**src/design/pcg_cfg.svh**
```systemverilog
// Constants for the loop clock generator control block.
// Assumes APB with 32-bit data; one register per aligned word.
`ifndef PCG_CFG_SVH
`define PCG_CFG_SVH
`define PCG_ADDR_W 12
`define PCG_OFF_CTRL 12'h000
`define PCG_OFF_BW 12'h004
`define PCG_OFF_MULT 12'h008
`define PCG_OFF_RANGE 12'h00c
`define PCG_OFF_REFDIV 12'h010
`define PCG_OFF_LDIN 12'h014
// Control register fields
`define PCG_CTL_IE 7
`define PCG_CTL_IF 6
`define PCG_CTL_ON 5
`define PCG_CTL_BCS 4
`define PCG_CTL_PRE_LO 2
`define PCG_CTL_VPR_LO 0
// Bandwidth register fields
`define PCG_BW_AUTO 7
`define PCG_BW_LOCK 6
`define PCG_BW_TRK 5
// Divider widths
`define PCG_N_W 12
`define PCG_R_W 4
`define PCG_L_W 8
`define PCG_CTL_RST 8'h20
`define PCG_N_RST 12'h040
`define PCG_L_RST 8'h40
`define PCG_R_RST 4'h1
// Selector stasis: waits for three cycles of the oscillator, and of the loop source while the loop runs
`define PCG_STASIS 2'd3
`endif

```
**src/design/pcg_pkg.sv**
```systemverilog
// Types for the loop clock generator control block.
// Constants live in pcg_cfg.svh.
package pcg_pkg;
	typedef struct packed
	{
		logic [1:0] pre;
		logic [1:0] vpr;
		logic [11:0] mult;
		logic [7:0] range;
		logic [3:0] refdiv;
	} pcg_prog_t;
	typedef enum logic [1:0]
	{
		SEL_OSC = 2'b00,
		SEL_HOLD = 2'b01,
		SEL_LOOP = 2'b10
	} pcg_sel_t;
endpackage : pcg_pkg

```
**src/design/pcg_moddiv.sv**
```systemverilog
// Modulo divider: one-cycle tick every max(div,1) input ticks.
// Assumes a synchronous tick input in the pclk domain.
`timescale 1ns/100ps
`default_nettype none
module pcg_moddiv #(parameter int W = 12)
(
	input wire logic pclk,
	input wire logic presetn,
	input wire logic tick_in,
	input wire logic [W-1:0] div,
	output logic tick_out
);
	logic [W-1:0] cnt_r;
	logic [W-1:0] lim;
	assign lim = (div == '0) ? W'(1) : div;
	always_ff @(posedge pclk or negedge presetn)
	begin
		if (!presetn)
			cnt_r <= '0;
		else if (tick_in)
			cnt_r <= (cnt_r + W'(1) >= lim) ? '0 : cnt_r + W'(1);
	end
	assign tick_out = tick_in && (cnt_r + W'(1) >= lim);
endmodule : pcg_moddiv
`default_nettype wire

```
**src/design/pcg_ctrl.sv**
```systemverilog
// Loop clock generator control: registers, dividers, lock logic, base selector.
// Assumes oscillator and VCO clocks arrive as pins slower than pclk/2.
//
// The implementer's own choices: register access over APB and the register offsets.
`timescale 1ns/100ps
`default_nettype none
`include "pcg_cfg.svh"
module pcg_ctrl
(
	input wire logic pclk,
	input wire logic presetn,
	input wire logic psel,
	input wire logic penable,
	input wire logic pwrite,
	input wire logic [`PCG_ADDR_W-1:0] paddr,
	input wire logic [31:0] pwdata,
	output logic [31:0] prdata,
	output logic pready,
	output logic pslverr,
	input wire logic oscillator_clock,
	input wire logic vco_clock,
	output logic base_clock_out,
	output logic prescaled_vco_clock,
	output logic divided_reference_clock,
	output logic feedback_clock,
	output logic pump_up,
	output logic pump_down,
	output logic loop_power,
	output logic filter_tracking_out,
	output pcg_pkg::pcg_prog_t prog_out,
	output logic lock_change_irq
);
	import pcg_pkg::*;
	logic lock_irq_enable_r, lock_irq_flag_r, loop_enable_r, base_source_select_r;
	logic auto_bw_r, lock_r, filter_tracking_bit_r, man_track_r;
	pcg_prog_t prog_r;
	logic [7:0] ld_win_r;
	logic [1:0] xs_r, vs_r;
	logic x_prev_r, v_prev_r;
	logic x_tick, v_tick;
	logic [2:0] pre_cnt_r;
	logic p_tick, r_tick, f_tick;
	logic pclk_half_r, rdv_r, fdv_r;
	logic wr, rd, loop_ok;
	logic [31:0] rdata;
	logic ctl_hit;
	logic want_bcs, want_on;
	// Pin synchronisers
	always_ff @(posedge pclk or negedge presetn)
	begin
		if (!presetn)
		begin
			xs_r <= 2'b00;
			vs_r <= 2'b00;
			x_prev_r <= 1'b0;
			v_prev_r <= 1'b0;
		end
		else
		begin
			xs_r <= {xs_r[0], oscillator_clock};
			vs_r <= {vs_r[0], vco_clock};
			x_prev_r <= xs_r[1];
			v_prev_r <= vs_r[1];
		end
	end
	assign x_tick = xs_r[1] && !x_prev_r;
	assign v_tick = vs_r[1] && !v_prev_r && loop_enable_r;
	assign loop_ok = loop_enable_r && (prog_r.range != 8'h00);
	// Prescaler 2^P
	always_ff @(posedge pclk or negedge presetn)
	begin
		if (!presetn)
			pre_cnt_r <= 3'd0;
		else if (v_tick)
			pre_cnt_r <= pre_cnt_r + 3'd1;
	end
	always_comb
	begin
		case (prog_r.pre)
			2'd0: p_tick = v_tick;
			2'd1: p_tick = v_tick && pre_cnt_r[0];
			2'd2: p_tick = v_tick && (pre_cnt_r[1:0] == 2'b11);
			default: p_tick = v_tick && (pre_cnt_r == 3'b111);
		endcase
	end
	pcg_moddiv #(.W(`PCG_R_W)) u_refdiv
	(
		.pclk(pclk),
		.presetn(presetn),
		.tick_in(x_tick),
		.div(prog_r.refdiv),
		.tick_out(r_tick)
	);
	pcg_moddiv #(.W(`PCG_N_W)) u_fbdiv
	(
		.pclk(pclk),
		.presetn(presetn),
		.tick_in(p_tick),
		.div(prog_r.mult),
		.tick_out(f_tick)
	);
	// Divided clocks as toggles
	always_ff @(posedge pclk or negedge presetn)
	begin
		if (!presetn)
		begin
			rdv_r <= 1'b0;
			fdv_r <= 1'b0;
			pclk_half_r <= 1'b0;
		end
		else
		begin
			if (r_tick)
				rdv_r <= !rdv_r;
			if (f_tick)
				fdv_r <= !fdv_r;
			if (p_tick)
				pclk_half_r <= !pclk_half_r;
		end
	end
	// Phase detector: pulse from earlier edge until later edge
	logic pd_up_r, pd_dn_r;
	always_ff @(posedge pclk or negedge presetn)
	begin
		if (!presetn)
		begin
			pd_up_r <= 1'b0;
			pd_dn_r <= 1'b0;
		end
		else if (!loop_enable_r || (r_tick && f_tick) || (pd_up_r && f_tick) || (pd_dn_r && r_tick))
		begin
			pd_up_r <= 1'b0;
			pd_dn_r <= 1'b0;
		end
		else if (r_tick)
			pd_up_r <= 1'b1;
		else if (f_tick)
			pd_dn_r <= 1'b1;
	end
	// Lock detector: feedback ticks per reference tick
	logic [7:0] fcnt_r;
	logic det_in_r, det_lock_r;
	always_ff @(posedge pclk or negedge presetn)
	begin
		if (!presetn)
		begin
			fcnt_r <= 8'h00;
			det_in_r <= 1'b0;
			det_lock_r <= 1'b0;
		end
		else if (!loop_ok)
		begin
			fcnt_r <= 8'h00;
			det_in_r <= 1'b0;
			det_lock_r <= 1'b0;
		end
		else if (r_tick)
		begin
			fcnt_r <= 8'h00;
			det_in_r <= (fcnt_r + 8'(f_tick)) == 8'h01;
			det_lock_r <= det_in_r && ((fcnt_r + 8'(f_tick)) == 8'h01);
		end
		else if (f_tick && fcnt_r != 8'hff)
			fcnt_r <= fcnt_r + 8'h01;
	end
	// Two stage retiming of detector results
	logic [1:0] trk_s_r, lck_s_r;
	always_ff @(posedge pclk or negedge presetn)
	begin
		if (!presetn)
		begin
			trk_s_r <= 2'b00;
			lck_s_r <= 2'b00;
		end
		else
		begin
			trk_s_r <= {trk_s_r[0], det_in_r};
			lck_s_r <= {lck_s_r[0], det_lock_r};
		end
	end
	// APB decode
	assign wr = psel && penable && pwrite;
	assign rd = psel && !pwrite;
	assign ctl_hit = wr && (paddr == `PCG_OFF_CTRL);
	assign want_on = pwdata[`PCG_CTL_ON];
	assign want_bcs = pwdata[`PCG_CTL_BCS];
	// Control register
	always_ff @(posedge pclk or negedge presetn)
	begin
		if (!presetn)
		begin
			loop_enable_r <= 1'b1;
			base_source_select_r <= 1'b0;
			lock_irq_enable_r <= 1'b0;
		end
		else
		begin
			if (!auto_bw_r)
				lock_irq_enable_r <= 1'b0;
			else if (ctl_hit)
				lock_irq_enable_r <= pwdata[`PCG_CTL_IE];
			if (ctl_hit && !((want_on != loop_enable_r) && (want_bcs != base_source_select_r)))
			begin
				if (!base_source_select_r)
					loop_enable_r <= want_on;
				if (loop_ok && want_on == loop_enable_r)
					base_source_select_r <= want_bcs;
				else if (!want_bcs)
					base_source_select_r <= 1'b0;
			end
			else if (!loop_ok)
				base_source_select_r <= 1'b0;
		end
	end
	// Programming registers
	always_ff @(posedge pclk or negedge presetn)
	begin
		if (!presetn)
		begin
			prog_r.pre <= 2'd0;
			prog_r.vpr <= 2'd0;
			prog_r.mult <= `PCG_N_RST;
			prog_r.range <= `PCG_L_RST;
			prog_r.refdiv <= `PCG_R_RST;
		end
		else if (wr && !loop_enable_r)
		begin
			if (paddr == `PCG_OFF_CTRL)
			begin
				prog_r.pre <= pwdata[`PCG_CTL_PRE_LO +: 2];
				prog_r.vpr <= pwdata[`PCG_CTL_VPR_LO +: 2];
			end
			else if (paddr == `PCG_OFF_MULT)
				prog_r.mult <= pwdata[`PCG_N_W-1:0];
			else if (paddr == `PCG_OFF_RANGE)
				prog_r.range <= pwdata[`PCG_L_W-1:0];
			else if (paddr == `PCG_OFF_REFDIV)
				prog_r.refdiv <= pwdata[`PCG_R_W-1:0];
		end
	end
	// Bandwidth, lock and flag
	always_ff @(posedge pclk or negedge presetn)
	begin
		if (!presetn)
		begin
			auto_bw_r <= 1'b0;
			man_track_r <= 1'b0;
			lock_r <= 1'b0;
			lock_irq_flag_r <= 1'b0;
		end
		else
		begin
			if (wr && paddr == `PCG_OFF_BW)
			begin
				auto_bw_r <= pwdata[`PCG_BW_AUTO];
				man_track_r <= pwdata[`PCG_BW_TRK];
			end
			if (!auto_bw_r)
			begin
				lock_r <= 1'b0;
				lock_irq_flag_r <= 1'b0;
			end
			else
			begin
				lock_r <= lck_s_r[1];
				if (lck_s_r[1] != lock_r)
					lock_irq_flag_r <= 1'b1;
				else if (rd && penable && paddr == `PCG_OFF_CTRL)
					lock_irq_flag_r <= 1'b0;
			end
		end
	end
	always_comb
	begin
		if (auto_bw_r)
			filter_tracking_bit_r = trk_s_r[1];
		else
			filter_tracking_bit_r = man_track_r;
	end
	// Read mux
	always_comb
	begin
		rdata = 32'h0000_0000;
		if (paddr == `PCG_OFF_CTRL)
		begin
			rdata[`PCG_CTL_IE] = lock_irq_enable_r;
			rdata[`PCG_CTL_IF] = lock_irq_flag_r && auto_bw_r;
			rdata[`PCG_CTL_ON] = loop_enable_r;
			rdata[`PCG_CTL_BCS] = base_source_select_r;
			rdata[`PCG_CTL_PRE_LO +: 2] = prog_r.pre;
			rdata[`PCG_CTL_VPR_LO +: 2] = prog_r.vpr;
		end
		else if (paddr == `PCG_OFF_BW)
		begin
			rdata[`PCG_BW_AUTO] = auto_bw_r;
			rdata[`PCG_BW_LOCK] = lock_r && auto_bw_r;
			rdata[`PCG_BW_TRK] = filter_tracking_bit_r;
		end
		else if (paddr == `PCG_OFF_MULT)
			rdata[`PCG_N_W-1:0] = prog_r.mult;
		else if (paddr == `PCG_OFF_RANGE)
			rdata[`PCG_L_W-1:0] = prog_r.range;
		else if (paddr == `PCG_OFF_REFDIV)
			rdata[`PCG_R_W-1:0] = prog_r.refdiv;
	end
	always_ff @(posedge pclk or negedge presetn)
	begin
		if (!presetn)
		begin
			prdata <= 32'h0000_0000;
			pready <= 1'b0;
			pslverr <= 1'b0;
		end
		else
		begin
			pready <= psel && !penable;
			pslverr <= psel && !penable && (paddr > `PCG_OFF_REFDIV);
			if (rd && !penable)
				prdata <= rdata;
		end
	end
	// Base clock selector with stasis
	pcg_sel_t sel_st_r;
	logic [1:0] xw_r, pw_r;
	logic src_r, out_r;
	always_ff @(posedge pclk or negedge presetn)
	begin
		if (!presetn)
		begin
			sel_st_r <= SEL_OSC;
			xw_r <= 2'd0;
			pw_r <= 2'd0;
			src_r <= 1'b0;
			out_r <= 1'b0;
		end
		else
		begin
			case (sel_st_r)
				SEL_OSC, SEL_LOOP:
				begin
					if (base_source_select_r != src_r)
					begin
						sel_st_r <= SEL_HOLD;
						xw_r <= 2'd0;
						pw_r <= 2'd0;
					end
					else if (src_r ? p_tick : x_tick)
						out_r <= !out_r;
				end
				SEL_HOLD:
				begin
					if (x_tick && xw_r != `PCG_STASIS)
						xw_r <= xw_r + 2'd1;
					if (p_tick && pw_r != `PCG_STASIS)
						pw_r <= pw_r + 2'd1;
					if (xw_r == `PCG_STASIS && (pw_r == `PCG_STASIS || !loop_ok))
					begin
						src_r <= base_source_select_r;
						sel_st_r <= base_source_select_r ? SEL_LOOP : SEL_OSC;
					end
				end
				default: sel_st_r <= SEL_OSC;
			endcase
		end
	end
	// Registered outputs
	always_ff @(posedge pclk or negedge presetn)
	begin
		if (!presetn)
		begin
			base_clock_out <= 1'b0;
			prescaled_vco_clock <= 1'b0;
			divided_reference_clock <= 1'b0;
			feedback_clock <= 1'b0;
			pump_up <= 1'b0;
			pump_down <= 1'b0;
			loop_power <= 1'b0;
			filter_tracking_out <= 1'b0;
			prog_out <= '0;
			lock_change_irq <= 1'b0;
		end
		else
		begin
			base_clock_out <= out_r;
			prescaled_vco_clock <= pclk_half_r;
			divided_reference_clock <= rdv_r;
			feedback_clock <= fdv_r;
			pump_up <= pd_up_r;
			pump_down <= pd_dn_r;
			loop_power <= loop_ok;
			filter_tracking_out <= filter_tracking_bit_r;
			prog_out <= prog_r;
			lock_change_irq <= lock_irq_flag_r && lock_irq_enable_r && auto_bw_r;
		end
	end
endmodule : pcg_ctrl
`default_nettype wire

```
**config.mk**
```make
export PLATFORM = sky130hd
export DESIGN_NAME = pcg_ctrl
export DESIGN_NICKNAME = d
export VERILOG_FILES = /design/src/design/pcg_pkg.sv /design/src/design/pcg_moddiv.sv /design/src/design/pcg_ctrl.sv
export VERILOG_INCLUDE_DIRS = /design/src /design/src/design
export SDC_FILE = /design/constraint.sdc
export NUM_CORES = 1
export LEC_CHECK = 0
export ABC_AREA = 1
export BUFFER_PORTS_ARGS = -buffer_cell sky130_fd_sc_hd__buf_4
export CORE_ASPECT_RATIO = 1.75
export CORE_MARGIN = 4
export CORE_UTILIZATION = 60
export DETAILED_ROUTE_END_ITERATION = 7
export HOLD_SLACK_MARGIN = 0.05
export PLACE_DENSITY = 0.95
export SYNTH_ARGS = -nofsm -noshare
export SYNTH_HDL_FRONTEND = slang
export SYNTH_SLANG_ARGS = --single-unit
```
**constraint.sdc**
```tcl
create_clock -name pclk -period 7.4 [get_ports pclk]
set_input_delay 0.74 -clock pclk [delete_from_list [all_inputs] [get_ports pclk]]
set_output_delay 0.74 -clock pclk [all_outputs]
set_load 0.05 [all_outputs]
```
==> impl_metrics.py <==
metrics = {
    "clock_network": {
        "numCtsBuffers": 17,
        "clockBufferDepth": 2,
        "clock_latency_ns": 0.43,
        "clkTransAtPathRegs_ns": 0.06,
        "ctsHtreeMaxLevel": 4,
        "clockRootBuffer": "clkbuf_16",
        "cts_tree": "built",
        "cts_sinks": 138,
        "cts_setup_buffers": 0,
        "cts_resized": 0,
        "holdBufCountCts": 0,
    },
    "floorplanning": {
        "num_rows": 51,
        "initial_core_util": 0.612,
        "die_area_um2": 13200,
        "die_w_um": 88.7,
        "fp.coreArea_um2": 11200,
        "io-pin-count": 122,
        "die_height_um": 149,
    },
    "logic_synthesis": {
        "synth_edf_count": 0,
        "synth_mux_area_frac": 0,
        "ys.flop_type": "dfrtp_1",
        "yosys_warnings": 0,
        "synth_area_um2": 6840,
        "seq_area_frac_synth": 0.506,
        "synthXorXnorAreaFrac": 0.0269,
        "yosysTopAreaCell": "dfrtp_1",
        "synth_compound_area_frac": 0.0862,
        "ys_async_sr_fraction": 1.00,
        "synth_area_leaders": "dfrtp_1 49%, nand2_1 9.1%, inv_1 5.5%, ha_1 5.1%, nand3_1 4.0%",
        "yosysTopAreaCellShare": 0.490,
        "synthCells": 752,
        "syn_area_per_cell_um2": 9.09,
        "yosys.area_share.simple": 0.232,
        "synthAdderAreaFrac": 0.0512,
        "yosysUniqueCellTypes": 45,
        "synth_top_family_by_area": "simple AND/OR/NAND/NOR gates",
        "synth.ff_latch_count": 138,
    },
    "detailed_routing": {
        "drc": 0,
        "final_antenna_net_count": 0,
        "drt-initial-drc-count": 459,
        "first_pass_iters": 5,
        "vias_per_cell": 5.75,
        "vias": 5667,
        "drt-wirelength-per-cell_um": 16.9,
        "totalWireLength_mm": 16.6,
    },
    "pwr": {
        "p_int_w": 0.00125,
        "p_leak_nw": 4.16,
        "power_frac_clock": 0.462,
        "report.power.total_w": 0.00173,
        "p_per_area_nw_per_um2": 216,
        "swShare": 0.276,
        "power_frac_seq": 0.453,
        "p_switching_w": 0.000476,
        "ir_worst_vdd_uv": 223,
        "share_comb_of_total_power": 0.085,
    },
    "grt": {
        "grt_pass1_vias": 5729,
        "overflow": 0,
        "antenna_found_initial": 1,
        "grt_usage": 0.268,
        "grt_pass1_wl_mm": 27.0,
        "grt_max_degree": 83,
    },
    "timing": {
        "period_share": 0.532,
        "slew_viol_final": 0,
        "period_needed_ns": 3.94,
        "rsz0062_at_grt": "no",
        "clock_skew_ns": 0.00843,
        "worstMarginPinSlew_ns": 1.06,
        "fin_tns_setup_ns": 0,
        "hold_viol": 0,
        "setup_viol": 0,
        "max_freq_mhz": 254,
        "max_slew_margin": 0.293,
    },
    "placement": {
        "io_buffers": 81,
        "dpl_cell_area_um2": 7440,
        "hpwl_mm": 11.2,
        "gp_congestion": 0.922,
    },
    "critical_path": {
        "critPathTopFamily": "simple AND/OR/NAND/NOR gates",
        "critPathMaxFanout": 5,
        "cp-start-kind": "flip-flop",
        "path_class": "reg2reg",
        "cpMaxStageDelayCell": "dfrtp_1",
        "end_kind": "flip-flop",
        "crit_path_cell_trace": "ha_1 -> nand3_1 -> nor2_1 -> nand3_1 -> xor2_1 -> ha_1 -> nand2_1 -> nor2_1 -> nand2_1 -> nor2_1 -> nor2_1 -> nand2_1 -> nand2_1 -> inv_1 -> ha_1 -> ha_1 -> nand3_1 -> nand2_1 -> inv_1 -> nor2_1 -> nand3_1 -> nor2_1 -> nand4_1 -> nand2_1",
        "cp.depth": 24,
        "cp.buffers_inverters": 2,
        "r2r_cells": 24,
        "critPathRequiredTime_ns": 7.76,
        "critical_path_arrival_ns": 4.30,
        "max_stage_delay_ns": 0.44,
    },
    "final_layout": {
        "stdcell_area_um2": 8000,
        "layout-drive-gt1-share": 0.219,
        "nets": 918,
        "syn_to_final_growth_pct": 16.9,
    },
    "worst_hold_path": {
        "holdCritPathClass": "in2async",
    },
    "status": {
        "status": "complete, no violations",
    },
    "run": {
        "maxCapViolCount": 0,
    },
}
[registers in the layout (all words and copies together), names as in the netlist, 2 cells and up]
signal	flops
vs_r	2
prog_r	28
xs_r	2
sel_st_r	2
u_refdiv.cnt_r	4
trk_s_r	2
fcnt_r	8
prog_out	28
pre_cnt_r	3
lck_s_r	2
pw_r	2
prdata	12
u_fbdiv.cnt_r	12
xw_r	2
[metrics by stage]
stage | hold slack, ns | std cells | setup slack [ns] | utilization
2_1_floorplan | 0.331 | 771 | 4.26 | -
3_3_place_gp | 0.334 | 952 | 3.76 | 0.666
3_5_place_dp | 0.338 | 952 | 3.61 | 0.666
4_1_cts | 0.292 | 984 | 3.45 | 0.716
5_1_grt | 0.317 | 985 | 3.07 | 0.716
6_report | 0.274 | 985 | 3.46 | 0.716
[Yosys cell counts, types with 2 or more instances]
cell type  count
a21oi_1        8
dfrtp_1      134
nand2_2       13
nand3_1       54
or2_2          5
buf_6          4
dfstp_2        4
nor2_4         2
o211ai_1       6
o21a_1         3
nor3_4         3
o31ai_1        4
o21ai_2       20
nor4_1         2
ha_1          28
inv_2          5
o21ai_1        8
clkbuf_1       2
xnor2_1        6
nand2_4        4
inv_1        100
buf_2          3
nand4_1       10
nor2_2         8
o21ai_0       32
o21bai_1       3
nor3_1        11
nand3_4        4
nor2_1        48
xor2_1        15
buf_4         22
o22ai_1        3
nand2_1      166
[power groups by stage]
| stage | clock network, W | registers (W) | logic, W |
|---|---|---|---|
| 2_1_floorplan | 0 | 0.000834 | 0.0000610 |
| 3_3_place_gp | 0 | 0.000796 | 0.000144 |
| 3_5_place_dp | 0 | 0.000797 | 0.000146 |
| 4_1_cts | 0.000800 | 0.000783 | 0.000147 |
| 5_1_grt | 0.000836 | 0.000785 | 0.000157 |
| 6_report | 0.000799 | 0.000783 | 0.000146 |
[kinds of logic (layout without fill, tap and decap cells)]
| family | count (synthesis) | count (layout) |
|---|---|---|
| simple gates | 333 | 333 |
| flops | 138 | 138 |
| other cells | 1 | 21 |
| fa+ha+maj | 28 | 28 |
| buf+inv | 140 | 221 |
| compound gates | 91 | 91 |
| xor+xnor | 21 | 21 |
[per-layer routing]
layer | wire length, µm | part of all wire | vias to the layer above | global-route usage
li1 | - | - | 2544 | -
met4 | 981 | 0.059 | 0 | 0.157
met5 | 0 | 0 | - | 0
met2 | 8800 | 0.53 | 350 | 0.465
met1 | 5480 | 0.33 | 2670 | 0.277
met3 | 1390 | 0.083 | 103 | 0.0774
[final cells by class]
class                           count  area [µm²]
Sequential cell                   138        3460
Fill cell                         728        3170
Multi-Input combinational cell    493        2790
Timing Repair Buffer               82         619
Clock buffer                       17         425
Inverter                          107         405
Tap cell                          132         165
Clock inverter                     15         131
Antenna cell                        1        2.50
[final timing paths]
path                                   from          to  slack (ns)
hold reg to reg                     vs_r[0]     vs_r[1]        0.35
setup / recovery           u_fbdiv.cnt_r[0]  det_lock_r        3.46
max in group asynchronous           presetn    v_prev_r        5.73
min in group pclk                   vs_r[0]     vs_r[1]        0.35
hold / removal                      presetn  prog_r[23]        0.27
setup reg to reg           u_fbdiv.cnt_r[0]  det_lock_r        3.46
[layout by cell type (no fill, tap or decap), types with 20 or more instances in the layout]
master / instances
o21ai_0: 32
nand2_1: 166
inv_1: 100
nand3_1: 54
o21ai_2: 20
ha_1: 28
conb_1: 20
nor2_1: 48
buf_4: 81
dfrtp_1: 134
(Power assumes the default switching activity.)
